[config.mk]
export PLATFORM = sky130hd
export DESIGN_NAME = ucec_top
export DESIGN_NICKNAME = d
export VERILOG_FILES = /design/src/ucec_pkg.sv /design/src/ucec_top.sv
export SDC_FILE = /design/constraint.sdc
export NUM_CORES = 1
export LEC_CHECK = 0
export BUFFER_PORTS_ARGS = -buffer_cell sky130_fd_sc_hd__buf_2
export CORE_MARGIN = 2
export CORE_UTILIZATION = 31
export DETAILED_ROUTE_END_ITERATION = 12
export GPL_ROUTABILITY_DRIVEN = 1
export RECOVER_POWER = 50
export SYNTH_ARGS = -nofsm -noshare
export SYNTH_HDL_FRONTEND = slang
export SYNTH_SLANG_ARGS = --single-unit
export TNS_END_PERCENT = 100
[constraint.sdc]
create_clock -name clk -period 2.9 [get_ports clk]
set_input_delay 0.29 -clock clk [delete_from_list [all_inputs] [get_ports clk]]
set_output_delay 0.29 -clock clk [all_outputs]
set_load 0.005 [all_outputs]
[src/ucec_pkg.sv]
// Functional notes
// - Config bit 7 set enables the transceiver eye-pattern test output.
// - Config bit 6 set enables a monitor marking intervals when D+/D- are driven.
// - Config bit 4 set halts the module while the processor is in Idle.
// - Config bit 0 set suspends the module automatically on processor Sleep entry.
// - Bits 31-8 and unimplemented positions read as zero and ignore writes.
// - Host mode, endpoint 0 bit 7 selects direct low-speed link, else hub with PRE.
// - Host mode, endpoint 0 bit 6 clear retries NAKed transactions in hardware.
// - Bit 4 set refuses control transfers only when both TX and RX are enabled.
// - Endpoint bit 3 enables reception on that endpoint.
// - Endpoint bit 2 enables transmission on that endpoint.
// - Endpoint bit 1 reports that the endpoint was stalled.
// - Endpoint bit 0 enables handshake packets for the endpoint.
package ucec_pkg;
    // Register byte addresses.
    localparam logic [7:0] UCEC_CFG_ADDR = 8'h00;
    localparam logic [7:0] UCEC_PWR_ADDR = 8'h04;
    localparam logic [7:0] UCEC_STAT_ADDR = 8'h08;
    localparam logic [7:0] UCEC_MASK_ADDR = 8'h0C;
    localparam logic [7:0] UCEC_EP_BASE = 8'h40;
    localparam int UCEC_EP_NUM = 16;
    // Writable bit masks of the two documented registers.
    localparam logic [7:0] UCEC_CFG_WMASK = 8'hD1;
    localparam logic [7:0] UCEC_EP_WMASK = 8'hDF;
    localparam logic [7:0] UCEC_CFG_RST = 8'h00;
    localparam logic [7:0] UCEC_EP_RST = 8'h00;
    // Config field positions.
    localparam int UCEC_CFG_EYE = 7;
    localparam int UCEC_CFG_OEMON = 6;
    localparam int UCEC_CFG_SIDL = 4;
    localparam int UCEC_CFG_ASUSP = 0;
    // Power control field.
    localparam int UCEC_PWR_SUSP = 1;
    // Endpoint field positions.
    localparam int UCEC_EP_LSDIR = 7;
    localparam int UCEC_EP_NAK_RETRY_DIS = 6;
    localparam int UCEC_EP_CTLDIS = 4;
    localparam int UCEC_EP_RX = 3;
    localparam int UCEC_EP_TX = 2;
    localparam int UCEC_EP_STALL = 1;
    localparam int UCEC_EP_HSHK = 0;
    // Status event bits.
    localparam int UCEC_ST_STALL = 0;
    localparam int UCEC_ST_SUSP = 1;
endpackage : ucec_pkg

[src/ucec_top.sv]
// Our own choices: the APB interface to the registers and the placing of the registers.
module ucec_top
    import ucec_pkg::*;
(
    input wire logic clk,
    input wire logic arst_n,
    input wire logic psel,
    input wire logic penable,
    input wire logic pwrite,
    input wire logic [7:0] paddr,
    input wire logic [31:0] pwdata,
    output logic [31:0] prdata,
    output logic pready,
    output logic pslverr,
    input wire logic host_mode,
    input wire logic cpu_idle,
    input wire logic cpu_sleep,
    input wire logic phy_drive,
    input wire logic stall_evt,
    input wire logic [3:0] stall_ep,
    output logic eye_pattern_test_en,
    output logic drive_monitor,
    output logic module_halt,
    output logic suspend_active,
    output logic low_speed_direct,
    output logic hub_pre_needed,
    output logic nak_retry_en,
    output logic [15:0] endpoint_rx_en,
    output logic [15:0] endpoint_tx_en,
    output logic [15:0] control_xfer_ok,
    output logic [15:0] endpoint_handshake_en,
    output logic irq
);
    logic [7:0] cfg_r;
    logic pwr_r;
    logic [1:0] stat_r;
    logic [1:0] mask_r;
    logic [7:0] ep_r [UCEC_EP_NUM];
    logic [31:0] rdata_nxt;
    logic asusp_prev_r;

    // Word-select helper used by the endpoint register decode only.
    function automatic logic is_ep(input logic [7:0] a);
        is_ep = (a[7:6] == UCEC_EP_BASE[7:6]) && (a[1:0] == 2'b00);
    endfunction : is_ep

    // Access phase decode; a write takes effect on the completing edge.
    wire acc = psel && penable;
    wire wr = acc && pwrite;
    wire [3:0] ep_idx = paddr[5:2];
    wire hit_cfg = paddr == UCEC_CFG_ADDR;
    wire hit_pwr = paddr == UCEC_PWR_ADDR;
    wire hit_stat = paddr == UCEC_STAT_ADDR;
    wire hit_mask = paddr == UCEC_MASK_ADDR;
    wire hit_ep = is_ep(paddr);
    wire hit_any = hit_cfg || hit_pwr || hit_stat || hit_mask || hit_ep;
    wire auto_susp = cfg_r[UCEC_CFG_ASUSP] && cpu_sleep;
    wire susp_now = auto_susp || pwr_r;
    wire stall_set = stall_evt && !module_halt;

    // Read mux: unimplemented bits are zero.
    always_comb begin
        rdata_nxt = 32'h0000_0000;
        if (hit_cfg) begin
            rdata_nxt = {24'h00_0000, cfg_r};
        end else if (hit_pwr) begin
            rdata_nxt = {30'h0000_0000, pwr_r, 1'b0};
        end else if (hit_stat) begin
            rdata_nxt = {30'h0000_0000, stat_r};
        end else if (hit_mask) begin
            rdata_nxt = {30'h0000_0000, mask_r};
        end else if (hit_ep) begin
            rdata_nxt = {24'h00_0000, ep_r[ep_idx]};
        end
    end

    // Bus slave response: zero wait states, error on unmapped address.
    always_ff @(posedge clk or negedge arst_n) begin
        if (!arst_n) begin
            prdata <= 32'h0000_0000;
            pready <= 1'b0;
            pslverr <= 1'b0;
        end else begin
            pready <= psel && !penable;
            pslverr <= psel && !penable && !hit_any;
            prdata <= (psel && !penable && !pwrite) ? rdata_nxt : 32'h0000_0000;
        end
    end

    // Config, power, mask and status registers.
    always_ff @(posedge clk or negedge arst_n) begin
        if (!arst_n) begin
            cfg_r <= UCEC_CFG_RST;
            pwr_r <= 1'b0;
            mask_r <= 2'b00;
            stat_r <= 2'b00;
            asusp_prev_r <= 1'b0;
        end else begin
            asusp_prev_r <= susp_now;
            if (wr && pready && hit_cfg) cfg_r <= pwdata[7:0] & UCEC_CFG_WMASK;
            if (wr && pready && hit_pwr) pwr_r <= pwdata[UCEC_PWR_SUSP];
            if (wr && pready && hit_mask) mask_r <= pwdata[1:0];
            // Hardware set wins over write-one-to-clear.
            stat_r <= (stat_r & ~((wr && pready && hit_stat) ? pwdata[1:0] : 2'b00))
                | {susp_now && !asusp_prev_r, stall_set};
        end
    end

    // Endpoint registers; stall status is also set by the protocol engine.
    always_ff @(posedge clk or negedge arst_n) begin
        if (!arst_n) begin
            for (int i = 0; i < UCEC_EP_NUM; i++) ep_r[i] <= UCEC_EP_RST;
        end else begin
            for (int i = 0; i < UCEC_EP_NUM; i++) begin
                if (wr && pready && hit_ep && ep_idx == 4'(i)) begin
                    ep_r[i] <= pwdata[7:0] & UCEC_EP_WMASK;
                end
                if (stall_set && stall_ep == 4'(i)) begin
                    ep_r[i][UCEC_EP_STALL] <= 1'b1;
                end
            end
        end
    end

    // Registered controls toward the link logic.
    always_ff @(posedge clk or negedge arst_n) begin
        if (!arst_n) begin
            eye_pattern_test_en <= 1'b0;
            drive_monitor <= 1'b0;
            module_halt <= 1'b0;
            suspend_active <= 1'b0;
            low_speed_direct <= 1'b0;
            hub_pre_needed <= 1'b0;
            nak_retry_en <= 1'b0;
            endpoint_rx_en <= 16'h0000;
            endpoint_tx_en <= 16'h0000;
            control_xfer_ok <= 16'h0000;
            endpoint_handshake_en <= 16'h0000;
            irq <= 1'b0;
        end else begin
            eye_pattern_test_en <= cfg_r[UCEC_CFG_EYE];
            drive_monitor <= cfg_r[UCEC_CFG_OEMON] && phy_drive;
            module_halt <= cfg_r[UCEC_CFG_SIDL] && cpu_idle;
            suspend_active <= susp_now;
            low_speed_direct <= host_mode && ep_r[0][UCEC_EP_LSDIR];
            hub_pre_needed <= host_mode && !ep_r[0][UCEC_EP_LSDIR];
            nak_retry_en <= host_mode && !ep_r[0][UCEC_EP_NAK_RETRY_DIS];
            for (int i = 0; i < UCEC_EP_NUM; i++) begin
                endpoint_rx_en[i] <= ep_r[i][UCEC_EP_RX];
                endpoint_tx_en[i] <= ep_r[i][UCEC_EP_TX];
                control_xfer_ok[i] <= ep_r[i][UCEC_EP_RX] && ep_r[i][UCEC_EP_TX]
                    && !ep_r[i][UCEC_EP_CTLDIS];
                endpoint_handshake_en[i] <= ep_r[i][UCEC_EP_HSHK];
            end
            irq <= |(stat_r & mask_r);
        end
    end

    // Endpoint number input of the previous cycle, sampled every cycle for the stall check one cycle later.
    logic [3:0] stall_ep_q;
    always_ff @(posedge clk or negedge arst_n) begin
        if (!arst_n) begin
            stall_ep_q <= 4'h0;
        end else begin
            stall_ep_q <= stall_ep;
        end
    end

    // Per-endpoint fields gathered into vectors, so that each check except the control permission one covers all sixteen registers.
    logic [15:0] ep_rx_v;
    logic [15:0] ep_tx_v;
    logic [15:0] ep_ctl_v;
    logic [15:0] ep_hs_v;
    logic [15:0] ep_hole_v;
    always_comb begin
        ep_rx_v = 16'h0000;
        ep_tx_v = 16'h0000;
        ep_ctl_v = 16'h0000;
        ep_hs_v = 16'h0000;
        ep_hole_v = 16'h0000;
        for (int i = 0; i < UCEC_EP_NUM; i++) begin
            ep_rx_v[i] = ep_r[i][UCEC_EP_RX];
            ep_tx_v[i] = ep_r[i][UCEC_EP_TX];
            ep_ctl_v[i] = ep_r[i][UCEC_EP_CTLDIS];
            ep_hs_v[i] = ep_r[i][UCEC_EP_HSHK];
            ep_hole_v[i] = |(ep_r[i] & ~UCEC_EP_WMASK);
        end
    end

    // Bus answer: a one-cycle ready pulse after each setup, with an error flag on unmapped words.
    pready_rise_a: assert property (@(posedge clk) disable iff (!arst_n)
        (psel && !penable) |=> pready)
        else $error("no ready after a setup cycle");
    pready_pulse_a: assert property (@(posedge clk) disable iff (!arst_n)
        pready |=> !pready)
        else $error("ready held for more than one cycle");
    slverr_a: assert property (@(posedge clk) disable iff (!arst_n)
        (psel && !penable && !hit_any) |=> (pready && pslverr))
        else $error("no error answer on an unmapped word");
    cfg_read_a: assert property (@(posedge clk) disable iff (!arst_n)
        (psel && !penable && !pwrite && hit_cfg) |=> (prdata == {24'h00_0000, $past(cfg_r)}))
        else $error("config read data wrong");
    ep_read_a: assert property (@(posedge clk) disable iff (!arst_n)
        (psel && !penable && !pwrite && hit_ep) |=> (prdata == {24'h00_0000, $past(ep_r[ep_idx])}))
        else $error("endpoint read data wrong");
    access_ready_a: assert property (@(posedge clk) disable iff (!arst_n)
        (psel && penable) |-> pready)
        else $error("access phase without ready");

    // Unimplemented positions never hold a one, whatever software wrote.
    cfg_mask_a: assert property (@(posedge clk) disable iff (!arst_n)
        (cfg_r & ~UCEC_CFG_WMASK) == 8'h00)
        else $error("config unimplemented bit set");
    ep_mask_a: assert property (@(posedge clk) disable iff (!arst_n)
        ep_hole_v == 16'h0000)
        else $error("endpoint unimplemented bit set");

    // Configuration controls, each one clock after its cause.
    eye_out_a: assert property (@(posedge clk) disable iff (!arst_n)
        ##1 (eye_pattern_test_en == $past(cfg_r[UCEC_CFG_EYE])))
        else $error("eye test output wrong");
    drv_mon_a: assert property (@(posedge clk) disable iff (!arst_n)
        !cfg_r[UCEC_CFG_OEMON] |=> !drive_monitor)
        else $error("drive monitor active while disabled");
    drv_on_a: assert property (@(posedge clk) disable iff (!arst_n)
        (cfg_r[UCEC_CFG_OEMON] && phy_drive) |=> drive_monitor)
        else $error("drive monitor missed a driven cycle");
    idle_halt_a: assert property (@(posedge clk) disable iff (!arst_n)
        (cfg_r[UCEC_CFG_SIDL] && cpu_idle) |=> module_halt)
        else $error("no halt in idle");
    idle_run_a: assert property (@(posedge clk) disable iff (!arst_n)
        !cfg_r[UCEC_CFG_SIDL] |=> !module_halt)
        else $error("halted although idle stop is off");
    auto_susp_a: assert property (@(posedge clk) disable iff (!arst_n)
        (cfg_r[UCEC_CFG_ASUSP] && cpu_sleep) |=> suspend_active)
        else $error("no auto suspend");
    pwr_write_a: assert property (@(posedge clk) disable iff (!arst_n)
        (wr && pready && hit_pwr) |=> (pwr_r == $past(pwdata[UCEC_PWR_SUSP])))
        else $error("suspend request not stored");
    soft_susp_a: assert property (@(posedge clk) disable iff (!arst_n)
        pwr_r |=> suspend_active)
        else $error("no suspend on software request");

    // Host-only options of endpoint 0.
    ls_pre_a: assert property (@(posedge clk) disable iff (!arst_n)
        (host_mode && !ep_r[0][UCEC_EP_LSDIR]) |=> (hub_pre_needed && !low_speed_direct))
        else $error("hub path not selected");
    ls_direct_a: assert property (@(posedge clk) disable iff (!arst_n)
        (host_mode && ep_r[0][UCEC_EP_LSDIR]) |=> (low_speed_direct && !hub_pre_needed))
        else $error("direct low speed link not selected");
    retry_a: assert property (@(posedge clk) disable iff (!arst_n)
        (host_mode && !ep_r[0][UCEC_EP_NAK_RETRY_DIS]) |=> nak_retry_en)
        else $error("retry not enabled");
    retry_off_a: assert property (@(posedge clk) disable iff (!arst_n)
        ep_r[0][UCEC_EP_NAK_RETRY_DIS] |=> !nak_retry_en)
        else $error("retry not suppressed");
    dev_quiet_a: assert property (@(posedge clk) disable iff (!arst_n)
        !host_mode |=> !(low_speed_direct || hub_pre_needed || nak_retry_en))
        else $error("host option active outside host mode");

    // Endpoint controls of all sixteen registers; the control permission check covers endpoint 3 only.
    ctl_ok_a: assert property (@(posedge clk) disable iff (!arst_n)
        ##1 (control_xfer_ok[3] == $past(ep_rx_v[3] && ep_tx_v[3] && !ep_ctl_v[3])))
        else $error("control permission wrong");
    ctl_refuse_a: assert property (@(posedge clk) disable iff (!arst_n)
        ##1 ((control_xfer_ok & $past(ep_ctl_v)) == 16'h0000))
        else $error("control allowed although disabled");
    rx_en_a: assert property (@(posedge clk) disable iff (!arst_n)
        ##1 (endpoint_rx_en == $past(ep_rx_v)))
        else $error("rx enable wrong");
    tx_en_a: assert property (@(posedge clk) disable iff (!arst_n)
        ##1 (endpoint_tx_en == $past(ep_tx_v)))
        else $error("tx enable wrong");
    hshk_a: assert property (@(posedge clk) disable iff (!arst_n)
        ##1 (endpoint_handshake_en == $past(ep_hs_v)))
        else $error("handshake enable wrong");
    stall_set_a: assert property (@(posedge clk) disable iff (!arst_n)
        stall_set |=> ep_r[stall_ep_q][UCEC_EP_STALL])
        else $error("stall not recorded");
    ep_own_a: assert property (@(posedge clk) disable iff (!arst_n)
        (wr && pready && hit_ep && (ep_idx != 4'h0) && !stall_set) |=> $stable(ep_r[0]))
        else $error("write to another endpoint changed endpoint 0");

    // Status flags: set wins over a clear in the same cycle, and the interrupt follows the masked flags.
    stat_set_a: assert property (@(posedge clk) disable iff (!arst_n)
        stall_set |=> stat_r[UCEC_ST_STALL])
        else $error("stall event not flagged");
    stat_clr_a: assert property (@(posedge clk) disable iff (!arst_n)
        (wr && pready && hit_stat && pwdata[UCEC_ST_STALL] && !stall_set) |=> !stat_r[UCEC_ST_STALL])
        else $error("stall flag not cleared");
    susp_evt_a: assert property (@(posedge clk) disable iff (!arst_n)
        (susp_now && !asusp_prev_r) |=> stat_r[UCEC_ST_SUSP])
        else $error("suspend entry not flagged");
    irq_level_a: assert property (@(posedge clk) disable iff (!arst_n)
        ##1 (irq == $past(|(stat_r & mask_r))))
        else $error("interrupt level wrong");

    // Main scenarios that the bench should reach.
    wr_cov: cover property (@(posedge clk) disable iff (!arst_n)
        wr && pready && hit_ep);
    irq_cov: cover property (@(posedge clk) disable iff (!arst_n)
        irq);
    susp_cov: cover property (@(posedge clk) disable iff (!arst_n)
        suspend_active && cfg_r[UCEC_CFG_ASUSP]);
    ctl_cov: cover property (@(posedge clk) disable iff (!arst_n)
        control_xfer_ok[3]);
    stall_cov: cover property (@(posedge clk) disable iff (!arst_n)
        stall_set && host_mode);
endmodule : ucec_top

; Yosys cells after proc, flatten, opt, wreduce, memory -nomap -nowiden
; Cells that the tools add are included.
[totals]
reg_bits = 227
latch_bits = 0
ram_bits = 0
romBits = 0
in_bits = 54
output_inout_bits = 106
wordCells = 266
memories = 0
[classes]
addsub = 0
n_mul = 0
n_div = 0
magnitude_cmp = 1
n_eq_ne = 34
shift = 0
mux = 42
bitwise = 5
n_reduce_logical = 133
[op_table]
columns = cell, count
row1 = 2-to-1 mux 32 bit, 5
row2 = logical AND 1 bit, 84
row3 = "== test 4 bit, second input constant", 16
row4 = 2-to-1 mux 2 bit, 17
row5 = binary-select mux 8 bit (select 4 bit), 1
row6 = "== test 4 x 3 -> 1 bit, second input constant", 8
row7 = nonzero test 2 bit, 16
row8 = 2-to-1 mux 8 bit, 3
row9 = logical NOT 1 bit, 23
row10 = "== test 4 x 2 -> 1 bit, second input constant", 4
row11 = "== test 8 x 4 -> 1 bit, second input constant", 2
row12 = 2-to-1 mux 1 bit, 16
row13 = "== test 4 x 1 -> 1 bit, second input constant", 2
row14 = "== test 8 x 3 -> 1 bit, second input constant", 1
row15 = logical NOT 4 bit, 2
row16 = logical NOT 8 bit, 1
row17 = "greater-or-equal comparator 5 bit, second input constant", 1
row18 = logical OR 1 bit, 5
row19 = inverter 4 -> 5 bit, 1
row20 = AND 2 bit, 2
row21 = "== test 2 x 1 -> 1 bit, second input constant", 1
row22 = logical NOT 2 bit, 1
row23 = inverter 2 bit, 1
row24 = bitwise OR 2 bit, 1
row25 = OR reduction 2 bit, 1

; Depth between registers and ports, before layout
; Gate-level depths: netlist of the first run.
[depth]
ltp_word = 10
ltp_mapped = 7
ltp_nobuf = 4

; Worst setup path after synthesis of the first run
; OpenSTA, ideal clock, no wires.
[synth_timing]
kind = input port to flip-flop
from = input port paddr[2]
to = register prdata[2]
setup_time_ps = 119
arrival_time_ps = 1968
path_slack_ps = 813
stages = 5
n_path_buf = 2
path_cell_list = buf_2 -> buf_2 -> mux4_2 -> mux4_2 -> and2_1
[synth_via]
elab_chain_cells = 10
[synth_lines]
columns = item, line_no
row1 = start: declaration, ucec_top.sv:10  ; input wire logic [7:0] paddr,
row2 = inverter 4 -> 5 bit (not written as such), ucec_top.sv:73  ; rdata_nxt = {24'h00_0000, ep_r[ep_idx]};
row3 = binary-select mux 8 bit (select 4 bit), ucec_top.sv:73
row4 = 2-to-1 mux 8 bit (not written as such) (2 in a row), ucec_top.sv:73
row5 = 2-to-1 mux 8 bit, ucec_top.sv:72  ; end else if (hit_ep) begin
row6 = 2-to-1 mux 32 bit, ucec_top.sv:70  ; end else if (hit_mask) begin
row7 = 2-to-1 mux 32 bit, ucec_top.sv:68  ; end else if (hit_stat) begin
row8 = 2-to-1 mux 32 bit, ucec_top.sv:66  ; end else if (hit_pwr) begin
row9 = 2-to-1 mux 32 bit *, ucec_top.sv:64  ; if (hit_cfg) begin
row10 = 2-to-1 mux 32 bit *, ucec_top.sv:86  ; prdata <= (psel && !penable && !pwrite) ? rdata_nxt : 32'h0000_0000;
row11 = end signal: assignment, ucec_top.sv:86
row12 = end: declaration, ucec_top.sv:12  ; output logic [31:0] prdata,
; Every way passes the cells marked *; elsewhere a longest branch is shown, timed or not. The select of a mux whose other input is x is not followed.
; A chain may end at the register's enable or synchronous reset.

; Worst setup path in the final report of the first run
[layout_timing]
from = input port paddr[1]
to = register ep_r[7] (netlist name)
[layout_via]
elab_chain_cells = 4
[layout_lines]
columns = item, line_no
row1 = logical NOT 2 bit, ucec_top.sv:44  ; is_ep = (a[7:6] == UCEC_EP_BASE[7:6]) && (a[1:0] == 2'b00);
row2 = logical AND 1 bit, ucec_top.sv:44
row3 = logical AND 1 bit (2 in a row), ucec_top.sv:115  ; if (wr && pready && hit_ep && ep_idx == 4'(i)) begin
row4 = end signal: indexed assignment, ucec_top.sv:116  ; ep_r[i] <= pwdata[7:0] & UCEC_EP_WMASK;
row5 = end: declaration, ucec_top.sv:38  ; logic [7:0] ep_r [UCEC_EP_NUM];
; Every way passes these cells.

==> results of run 1 <==
## worst register-to-register path: cells and delay by family (launching register included)
| family | cells | cell delay (ps) |
|---|---|---|
| flip-flops | 1 | 400 |
| AND/OR/NAND/NOR | 2 | 630 |
| buffers and inverters | 2 | 530 |
| multiplexers | 1 | 340 |
## cell usage after synthesis, drive strengths merged
cell	number	area, um^2
a2111o	1	11.3
a211o	2	17.5
a21o	3	22.5
a21oi	2	10.0
a221oi	1	8.76
a22o	2	17.5
a22oi	1	7.51
a2bb2oi	1	8.76
a31oi	1	6.26
a32o	2	20.0
and2	7	43.8
and3	3	18.8
buf	41	293
clkbuf	13	48.8
clkinv	1	3.75
conb	1	3.75
dfrtp	202	5050
inv	1	3.75
mux2	104	1190
mux2i	27	270
mux4	26	586
nand2	23	86.3
nand2b	7	43.8
nand3	8	40.0
nand4	2	12.5
nor2	20	75.1
nor2b	6	37.5
nor3	8	40.0
nor3b	1	7.51
nor4	16	325
nor4b	1	8.76
o2111ai	2	17.5
o211ai	1	7.51
o21ai	19	95.1
or2	3	18.8
or3	5	32.5
or3b	1	8.76
or4	2	18.8
or4b	1	13.8
## area by class of cell
class	count	area (um^2)	area share, %
Sequential cell	202	5050	49.4
Multi-Input combinational cell	334	3220	31.5
Timing Repair Buffer	133	733	7.16
Clock buffer	29	648	6.33
Tap cell	341	427	4.17
Clock inverter	12	141	1.38
Inverter	2	7.51	0.0734
## per-layer routing
| layer | share of wire, % | up-vias |
|---|---|---|
| li1 | - | 2266 |
| met1 | 44 | 2596 |
| met2 | 49 | 123 |
| met3 | 5.4 | 20 |
| met4 | 1.5 | 0 |
| met5 | 0 | - |
## logic make-up (layout without fill, tap and decap cells)
logic type,count (synthesis),after routing
compound gates,38,38
buf+inv,56,176
mux,157,157
simple gates,114,114
flops,202,202
other cells,1,25
## path summary, 6_finish.rpt
path                                         start                                  end  slack (ps)  cells past startpoint
max                                       paddr[1]                  ep_r[7]$_DFFE_PN0P_         450                      5
min                                      host_mode           low_speed_direct$_DFF_PN0_          20                      2
max reg2reg                       pready$_DFF_PN0_                  ep_r[7]$_DFFE_PN0P_         880                      5
min reg2reg                ep_hs_v[14]$_DFFE_PN0P_  endpoint_handshake_en[14]$_DFF_PN0_         390                      0
max in group asynchronous                   arst_n                     pready$_DFF_PN0_        1680                      3
min in group asynchronous                   arst_n          endpoint_rx_en[2]$_DFF_PN0_         420                      2
## power groups by stage
stage          Clock (W)  Sequential [W]  Combinational [W]
5_1_grt          0.00318         0.00291           0.000361
4_1_cts          0.00306         0.00290           0.000326
3_5_place_dp           0         0.00295           0.000323
2_1_floorplan          0         0.00295           0.000202
3_3_place_gp           0         0.00295           0.000319
6_report         0.00296         0.00290           0.000318
## flip-flops by register name, summed over array words and instances (netlist names), 2 cells and up
name                   count
cfg_r                      4
control_xfer_ok           16
endpoint_handshake_en     16
endpoint_rx_en            16
endpoint_tx_en            16
ep_ctl_v                  16
ep_hs_v                   16
ep_r                      80
mask_r                     2
prdata                     7
stat_r                     2
## metrics by stage
stage / total power (W) / setup slack (ps) / cells
after global routing: 0.00645 / 416 / 1053
after global placement: 0.00327 / 466 / 1010
final: 0.00618 / 454 / 1053
after detailed placement: 0.00328 / 451 / 1010
after floorplan: 0.00315 / 813 / 592
after CTS: 0.00628 / 890 / 1053
==> summary.md, run 1 <==
| Metric | Value |
|---|---|
| Max Fclk | approximately 400 MHz |
| Row count | 60 |
| Grt total ovfl | 0 |
| Worst setup EP type | flop |
| Die Y | approximately 170 um |
| Layer with the highest usage | met2 |
| Post-CTS Hold Buffers | 2 |
| DRT Pass-1 Iters | 4 |
| Postcts setup bufs | 0 |
| Worst-margin pin slew | around 1600 ps |
| Number of CTS-inserted buffers | 23 |
| Post-route DRC violation count | 0 |
| Synth Register Bits | between 200 and 250 |
| Final Hold Viols | 0 |
| Worst path top cell family by delay | simple AND/OR/NAND/NOR gates |
| Buf+Inv Stages, Crit Path | 2 |
| Via count | roughly 5000 |
| Port buffer count | 109 |
| Slew headroom | -3.70% |
| Detailed Place HPWL | 14.2 mm |
| Final WL | 20.0 mm |
| GR met3 Demand/Resource | about 3.3% |
| Die area | 0.0289 mm^2 |
| Switching Share | 22.0% |
| Clk sinks | around 200 |
| Drt wl/cell | ~19 um |
| Cts repair resizes | 0 |
| Vias in the first global route | about 5200 |
| Static Leak | just over 5 nW |
| Starting density of the core | about a third |
| Fillcell total | approximately 2600 |
| Clock tree buffer depth | 3 |
| Final Setup Violations | 0 |
| Area grow syn2layout | 19.8% |
| # diodes | 0 |
| Placer Congestion | approximately 0.82 |
| Skew final | ~8.2 ps |
| Critical Path Slowest Stage Cell | or4b_1 |
| Setup CP Type | input port to flop |
| Share of total power in combinational logic | 5.1% |
| Failing checks | capacitance limit, slew limit |
| Worst-skew pair later-pin latency | 510 ps |
| Synth Area in Compound Gates | ~3% |
| Xor/xnor share of the synthesized area | 0% |
| Pwr/cell area | between 600 and 700 mW/mm^2 |
| Most common cell after layout, fill and taps aside | dfrtp_1 |
| Setup TNS | 0 ps |
| Crit path arrival time | between 2000 and 3000 ps |
| Switching power | 0.00136 W |
| CTS tree | done |
| Status | complete, but fails checks |
| Max-slew violation count | 20 |
| Final Critical Period | roughly 2400 ps |
| Startpoint Class | input port |
| Seq pwr share | about 47% |
| Post-synthesis adder-cell area fraction | 0% |
| Seq/Total Area, Yosys | between 50% and 60% |
| Largest net degree at the start of global routing | 89 |
| Layout cell share with drive strength beyond 1 | 41.7% |
| CP cell instances | buf_2, or4b_1, nor4_4, buf_4, mux2_2 |
| Syn Area/Cell | around 15 um^2 |
| Synthesized cell area | 0.00854 mm^2 |
| Dpl cell area | 0.00946 mm^2 |
| Layout Nets | 750 |
| Worst hold slack | around 21 ps |
| Aggregate global-route resource usage | between 10% and 20% |
| IO Pins | between 150 and 200 |
| Post-route ant nets | 0 |
| Post-DR vias/cell | between 4 and 5 |
| Hold WC Path Type | input port to flop |
| Cell Int Power | approximately 0.0048 W |
| Most frequent cells in the layout | dfrtp_1, mux2_2, buf_2, mux2i_1, mux4_2 |
| Maxcap violations | 1 |
| Die Wd | around 170 um |
| Tcrit/Tclk final | between 80% and 90% |
| Largest family of logic cells by synthesized area | multiplexers |
| M1 GR Usage | about a fifth |
| Clock power frac | about 48% |
| Ys Warns | 0 |
| Initial DRC count | 340 |
| Critical Path RT | roughly 3300 ps |
| Fin util | 37.9% |
| First-pass GRT wire length | 31.4 mm |
| Cells after Synth | 568 |
| Critical path's largest stage delay | between 1000 and 1500 ps |
| Mux cell area share after synthesis | a little under a quarter |
| Core area | 0.0270 mm^2 |
| Crit-path max FO | 19 |
| Initial antenna violation count | 0 |
| CTS H-tree depth | 1 |
| VDD IR-drop max | approximately 0.00035 V |
| Unique masters post-synth | 48 |
| Simple-gate share of the synthesized area | approximately 9.7% |
| Final instance area | just over 0.01 mm^2 |
| CTS Root Cell | clkbuf_16 |
| Clock slew at reported path FFs | around 60 ps |
| RSZ-0062 raised after global routing | no |
| M2 GR Usage | around a quarter |
(Power assumes the default switching activity.)
==> run 2, diff against run 1 <==
- clock period: 2.9 -> 2.4 ns (I/O delays scaled with it)
==> summary.md, run 2 (synthesized netlist as in run 1, its figures left out) <==
| Metric | Value |
|---|---|
| Placer Congestion | 0.792 (-3.5%) |
| Critical Path RT | 2790 ps (-500 ps) |
| Initial antenna violation count | 0 (unchanged) |
| Startpoint Class | input port |
| Vias in the first global route | 5315 (+1.5%) |
| Layout Nets | 765 (+2.0%) |
| Switching Share | 22.3% (+0.30 points) |
| Register area | 0.00505 mm^2 (unchanged) |
| Critical Path Slowest Stage Cell | or4_4 |
| Most frequent cells in the layout | dfrtp_1, buf_2, mux2_2, buf_4, mux2i_1 |
| R2r worst-path depth | 4 (-1) |
| Largest register FFs | 80 (unchanged) |
| Worst-margin pin slew | 1330 ps (-227 ps) |
| Switching power | 0.00168 W (+24%) |
| Via count | 5053 (+0.96%) |
| Multi-input gate area | 0.00322 mm^2 (unchanged) |
| Post-DR vias/cell | 4.73 (-0.46%) |
| Max-slew violation count | 0 (-100%) |
| Worst-skew pair later-pin latency | 520 ps (about the same) |
| Worst path top cell family by delay | buffers and inverters |
| Drt wl/cell | 18.7 um (-1.5%) |
| Fin util | 38.5% (+0.59 points) |
| Layout cell share with drive strength beyond 1 | 45.4% (+3.7 points) |
| Crit Reg-Reg Startpoint | pready$_DFF_PN0_ |
| Largest net degree at the start of global routing | 100 (+12%) |
| Worst Hold Path EP | pready$_DFF_PN0_ |
| Clock tree buffer depth | 3 (unchanged) |
| Number of CTS-inserted buffers | 24 (+4.3%) |
| Die Y | 170 um (unchanged) |
| Slew headroom | 11.4% (+15 points) |
| R2r setup slk | 470 ps (-410 ps) |
| Final Setup Violations | 0 (unchanged) |
| Skew final | 22.3 ps (+14.1 ps) |
| Final Hold Viols | 0 (unchanged) |
| Tcrit/Tclk final | 83.6% |
| Starting density of the core | 31.6% (unchanged) |
| Pwr/cell area | 728 mW/mm^2 (+21%) |
| Row count | 60 (unchanged) |
| Setup CP Type | input port to flop |
| CTS Root Cell | clkbuf_16 |
| Worst hold slack | 57.3 ps (+36.5 ps) |
| Static Leak | 5.25 nW (+3.3%) |
| Most common cell after layout, fill and taps aside | dfrtp_1 |
| Critical path origin | penable |
| Initial DRC count | 331 (-2.6%) |
| Core area | 0.0270 mm^2 (unchanged) |
| CTS tree | done |
| Maxcap violations | 0 (-1) |
| Worst setup EP type | flop |
| Final WL | 19.9 mm (-0.12%) |
| Crit-path max FO | 19 (unchanged) |
| Critical path's largest stage delay | 680 ps (-470 ps) |
| RSZ-0062 raised after global routing | no |
| Cell Int Power | 0.00589 W (+22%) |
| Buf+Inv Stages, Crit Path | 3 (+1) |
| Crit path arrival time | 2390 ps (-450 ps) |
| CTS H-tree depth | 1 (unchanged) |
| Cts repair resizes | 0 (unchanged) |
| Port buffer count | 109 (unchanged) |
| Hold WC Path Type | input port to flop |
| Grt total ovfl | 0 (unchanged) |
| Setup TNS | 0 ps (unchanged) |
| Seq pwr share | 46.3% (-0.6 points) |
| Reg2reg end | ep_hs_v[0]$_DFFE_PN0P_ |
| Min-delay src | psel |
| Area grow syn2layout | 21.7% |
| Power Total | 0.00757 W (+22%) |
| Aggregate global-route resource usage | 14.2% (+0.080 points) |
| Clk sinks | 202 (unchanged) |
| DP Cell Count | 1020 (+0.99%) |
| First-pass GRT wire length | 31.6 mm (+0.48%) |
| Detailed Place HPWL | 14.2 mm (-0.33%) |
| Reg with most FFs | ep_r |
| DRT Pass-1 Iters | 4 (unchanged) |
| WHS Path Cells | 2 (unchanged) |
| Status | finished clean |
| Die Wd | 170 um (unchanged) |
| Non-Filler Instances | 1068 (+1.4%) |
| Max Fclk | between 400 and 500 MHz |
| VDD IR-drop max | 0.000503 V (+44%) |
| Clock power frac | 48.5% (+0.6 points) |
| # diodes | 0 (unchanged) |
| Final Critical Period | 2010 ps |
| Die area | 0.0289 mm^2 (unchanged) |
| CP cell instances | dlygate4sd3_1, clkbuf_1, nand4_1, buf_4, or4_4, mux2_4 |
| Clock slew at reported path FFs | 50 ps (about the same) |
| Share of total power in combinational logic | 5.2% (about the same) |
| IO Pins | 160 (unchanged) |
| Post-route ant nets | 0 (unchanged) |
| Fillcell total | 2606 (+1.1%) |
| Post-route DRC violation count | 0 (unchanged) |
## run 2: worst max-delay path by stage
stage	end	slack [ps]	depth (start not counted)
2_1_floorplan	prdata[2]$_DFF_PN0_	360	5
3_3_place_gp	prdata[6]$_DFF_PN0_	220	6
3_5_place_dp	ep_r[87]$_DFFE_PN0P_	200	6
4_1_cts	ep_hs_v[0]$_DFFE_PN0P_	450	4
5_1_grt	ep_r[57]$_DFFE_PN0P_	200	3
6_report	ep_hs_v[0]$_DFFE_PN0P_	390	6
## run 2: what timing repair did
action                                 CTS  global route
setup buffers                            0             0
hold buffers                             6             0
endpoints found under the hold margin   39             0
## run 2: power groups by stage
stage	clock, W	combinational, W	sequential [W]
2_1_floorplan	0	0.000244	0.00356
3_3_place_gp	0	0.000393	0.00356
3_5_place_dp	0	0.000396	0.00357
4_1_cts	0.00379	0.000405	0.00351
5_1_grt	0.00393	0.000443	0.00351
6_report	0.00367	0.000390	0.00351
## run 2: through the flow
stage / cell area [um^2] / worst slack [ps]
floorplan: 8630 / 363
global placement: 9550 / 216
finish: 10400 / 393
CTS: 10400 / 454
global route: 10400 / 197
detailed placement: 9550 / 200
## run 2: layout make-up
| class | instances | share of cell area, % |
|---|---|---|
| inverters | 2 | 0.0722 |
| clock buffers | 30 | 6.38 |
| clock inverters | 12 | 1.49 |
| well taps | 341 | 4.10 |
| multi-input cells | 334 | 31.0 |
| flip-flops and latches | 202 | 48.6 |
| repair buffers | 147 | 8.32 |
## run 2: per-layer routing
| metal | track usage, % | share of wire (%) | up-vias |
|---|---|---|---|
| li1 | - | - | 2304 |
| met1 | 19.6 | 45 | 2601 |
| met2 | 23.3 | 48 | 119 |
| met3 | 2.58 | 4.4 | 29 |
| met4 | 3.38 | 2.0 | 0 |
| met5 | 0 | 0 | - |
==> run 3, diff against run 2 <==
- clock period: 2.4 -> 1.74 ns (I/O delays scaled with it)
==> summary.md, run 3 (synthesized netlist as in run 1, its figures left out) <==
| Metric | Value |
|---|---|
| Setup CP Type | flop to flop |
| Setup TNS | 0 ps (unchanged) |
| Reg with most FFs | ep_r |
| Post-DR vias/cell | 4.70 (-0.57%) |
| CP cell instances | nand4_1, buf_6, or4_4, mux2_4 |
| Final Setup Violations | 0 (unchanged) |
| Final Critical Period | 1700 ps |
| Critical path's largest stage delay | 640 ps (-40 ps) |
| Hold WC Path Type | input port to flop |
| Die Wd | 170 um (unchanged) |
| Vias in the first global route | 5459 (+2.7%) |
| Worst setup EP type | flop |
| Core area | 0.0270 mm^2 (unchanged) |
| Via count | 5297 (+4.8%) |
| Skew final | 13.5 ps (-8.80 ps) |
| Aggregate global-route resource usage | 14.5% (+0.31 points) |
| Crit path arrival time | 2090 ps (-300 ps) |
| Critical Path RT | 2130 ps (-660 ps) |
| Grt total ovfl | 0 (unchanged) |
| # diodes | 0 (unchanged) |
| Clock slew at reported path FFs | 60 ps (about the same) |
| Initial antenna violation count | 0 (unchanged) |
| Drt wl/cell | 18.3 um (-1.9%) |
| Non-Filler Instances | 1126 (+5.4%) |
| Layout Nets | 823 (+7.6%) |
| Starting density of the core | 31.6% (unchanged) |
| Crit Reg-Reg Startpoint | pready$_DFF_PN0_ |
| Die Y | 170 um (unchanged) |
| Crit-path max FO | 7 (-12) |
| Pwr/cell area | 926 mW/mm^2 (+27%) |
| R2r worst-path depth | 4 (unchanged) |
| Placer Congestion | 0.822 (+3.8%) |
| Number of CTS-inserted buffers | 23 (-4.2%) |
| Most common cell after layout, fill and taps aside | dfrtp_1 |
| R2r setup slk | 40 ps (-430 ps) |
| WHS Path Cells | 3 (+1) |
| Die area | 0.0289 mm^2 (unchanged) |
| Tcrit/Tclk final | between 90% and 100% |
| Final Hold Viols | 0 (unchanged) |
| Layout cell share with drive strength beyond 1 | 47.8% (+2.4 points) |
| Max-slew violation count | 0 (unchanged) |
| Startpoint Class | flop |
| Area grow syn2layout | 27.5% |
| CTS Root Cell | clkbuf_16 |
| Max Fclk | about 590 MHz |
| Largest net degree at the start of global routing | 47 (-53%) |
| First-pass GRT wire length | 32.5 mm (+3.0%) |
| CTS H-tree depth | 1 (unchanged) |
| Post-route ant nets | 0 (unchanged) |
| Most frequent cells in the layout | dfrtp_1, buf_2, mux2_2, buf_4, mux2i_1 |
| Final WL | 20.6 mm (+3.4%) |
| Fin util | 40.3% (+1.8 points) |
| Detailed Place HPWL | 15.1 mm (+6.8%) |
| Row count | 60 (unchanged) |
| Port buffer count | 109 (unchanged) |
| Critical Path Slowest Stage Cell | or4_4 |
| VDD IR-drop max | 0.000562 V (+12%) |
| Initial DRC count | 396 (+20%) |
| Postcts setup bufs | 0 (unchanged) |
| Status | finished clean |
| Min-delay src | stall_ep[2] |
| Clk sinks | 202 (unchanged) |
| IO Pins | 160 (unchanged) |
| Worst-skew pair later-pin latency | 510 ps (about the same) |
| Slew headroom | 19.2% (+7.7 points) |
| RSZ-0062 raised after global routing | yes |
| DRT Pass-1 Iters | 4 (unchanged) |
| Maxcap violations | 0 (unchanged) |
| Post-route DRC violation count | 0 (unchanged) |
| Static Leak | 5.49 nW (+4.5%) |
| CTS tree | done |
| DP Cell Count | 1077 (+5.6%) |
| Clock tree buffer depth | 3 (unchanged) |
| Reg2reg end | ep_ctl_v[0]$_DFFE_PN0P_ |
| Largest register FFs | 80 (unchanged) |
| Worst-margin pin slew | 1210 ps (-116 ps) |
| Worst Hold Path EP | ep_r[73]$_DFFE_PN0P_ |
[run 3: changes by cell type in the layout (fill, tap and decap cells not counted), moves of 7 or more]
cell      change
buf_4        +25
mux2_4       +14
buf_6         +7
buf_12        +8
o21ai_1      +11
clkbuf_1     +14
mux2_2       -14
o21ai_0      -11
[run 3: timing repair]
item / 4_1_cts / 5_1_grt
resized for setup: 0 / 8
setup endpoints to repair: 15 / 42
hold buffers: 7 / 0
cloned: 0 / 1
pin swaps: 3 / 5
endpoints found under the hold margin: 116 / 0
[run 3: how the worst max path moves through the flow]
stage | startpoint | to | slack [ps] | cells after the start
4_1_cts | pready$_DFF_PN0_ | ep_r[23]$_DFFE_PN0P_ | 20 | 6
3_3_place_gp | paddr[7] | ep_r[79]$_DFFE_PN0P_ | -330 | 6
6_report | pready$_DFF_PN0_ | ep_ctl_v[0]$_DFFE_PN0P_ | 40 | 4
5_1_grt | pready$_DFF_PN0_ | ep_r[35]$_DFFE_PN0P_ | -30 | 6
2_1_floorplan | paddr[7] | ep_ctl_v[0]$_DFFE_PN0P_ | -110 | 5
3_5_place_dp | paddr[7] | ep_r[74]$_DFFE_PN0P_ | -310 | 6
[run 3: area by class of cell]
class,count,area (um^2)
Multi-Input combinational cell,334,3280
Fill cell,2608,16100
Sequential cell,202,5050
Clock inverter,13,114
Timing Repair Buffer,206,1390
Inverter,2,7.51
Tap cell,341,427
Clock buffer,28,614
[run 3: power breakdown]
group	leakage, nW	internal (W)	switching [W]
sequential	2.75	0.00479	0.0000468
combinational	2.39	0.000247	0.000378
clock	0.345	0.00268	0.00195
[run 3: metal layers]
layer	share of wire [%]	vias to the layer above	wire length [um]	global-route usage [%]
met1	47	2708	9600	21.0
met3	6.0	20	1230	2.53
met4	1.2	0	244	2.75
met5	0	-	0	0
li1	-	2415	-	-
met2	46	154	9550	23.1
[run 3: critical path: cells and delay by family (launching register included)]
family                 cells  cell delay, ps
AND/OR/NAND/NOR            2             740
buffers and inverters      1             160
multiplexers               1             340
flip-flops                 1             360
[run 3: per-stage QoR]
stage	power (W)	hold WS (ps)	cell area (um^2)	setup WS, ps
floorplan	0.00526	-122	8700	-112
global placement	0.00554	149	10100	-326
detailed placement	0.00555	153	10100	-308
CTS	0.0102	2.70	10900	17.5
global route	0.0105	45.4	10900	-31.1
finish	0.0101	22.6	10900	37.9
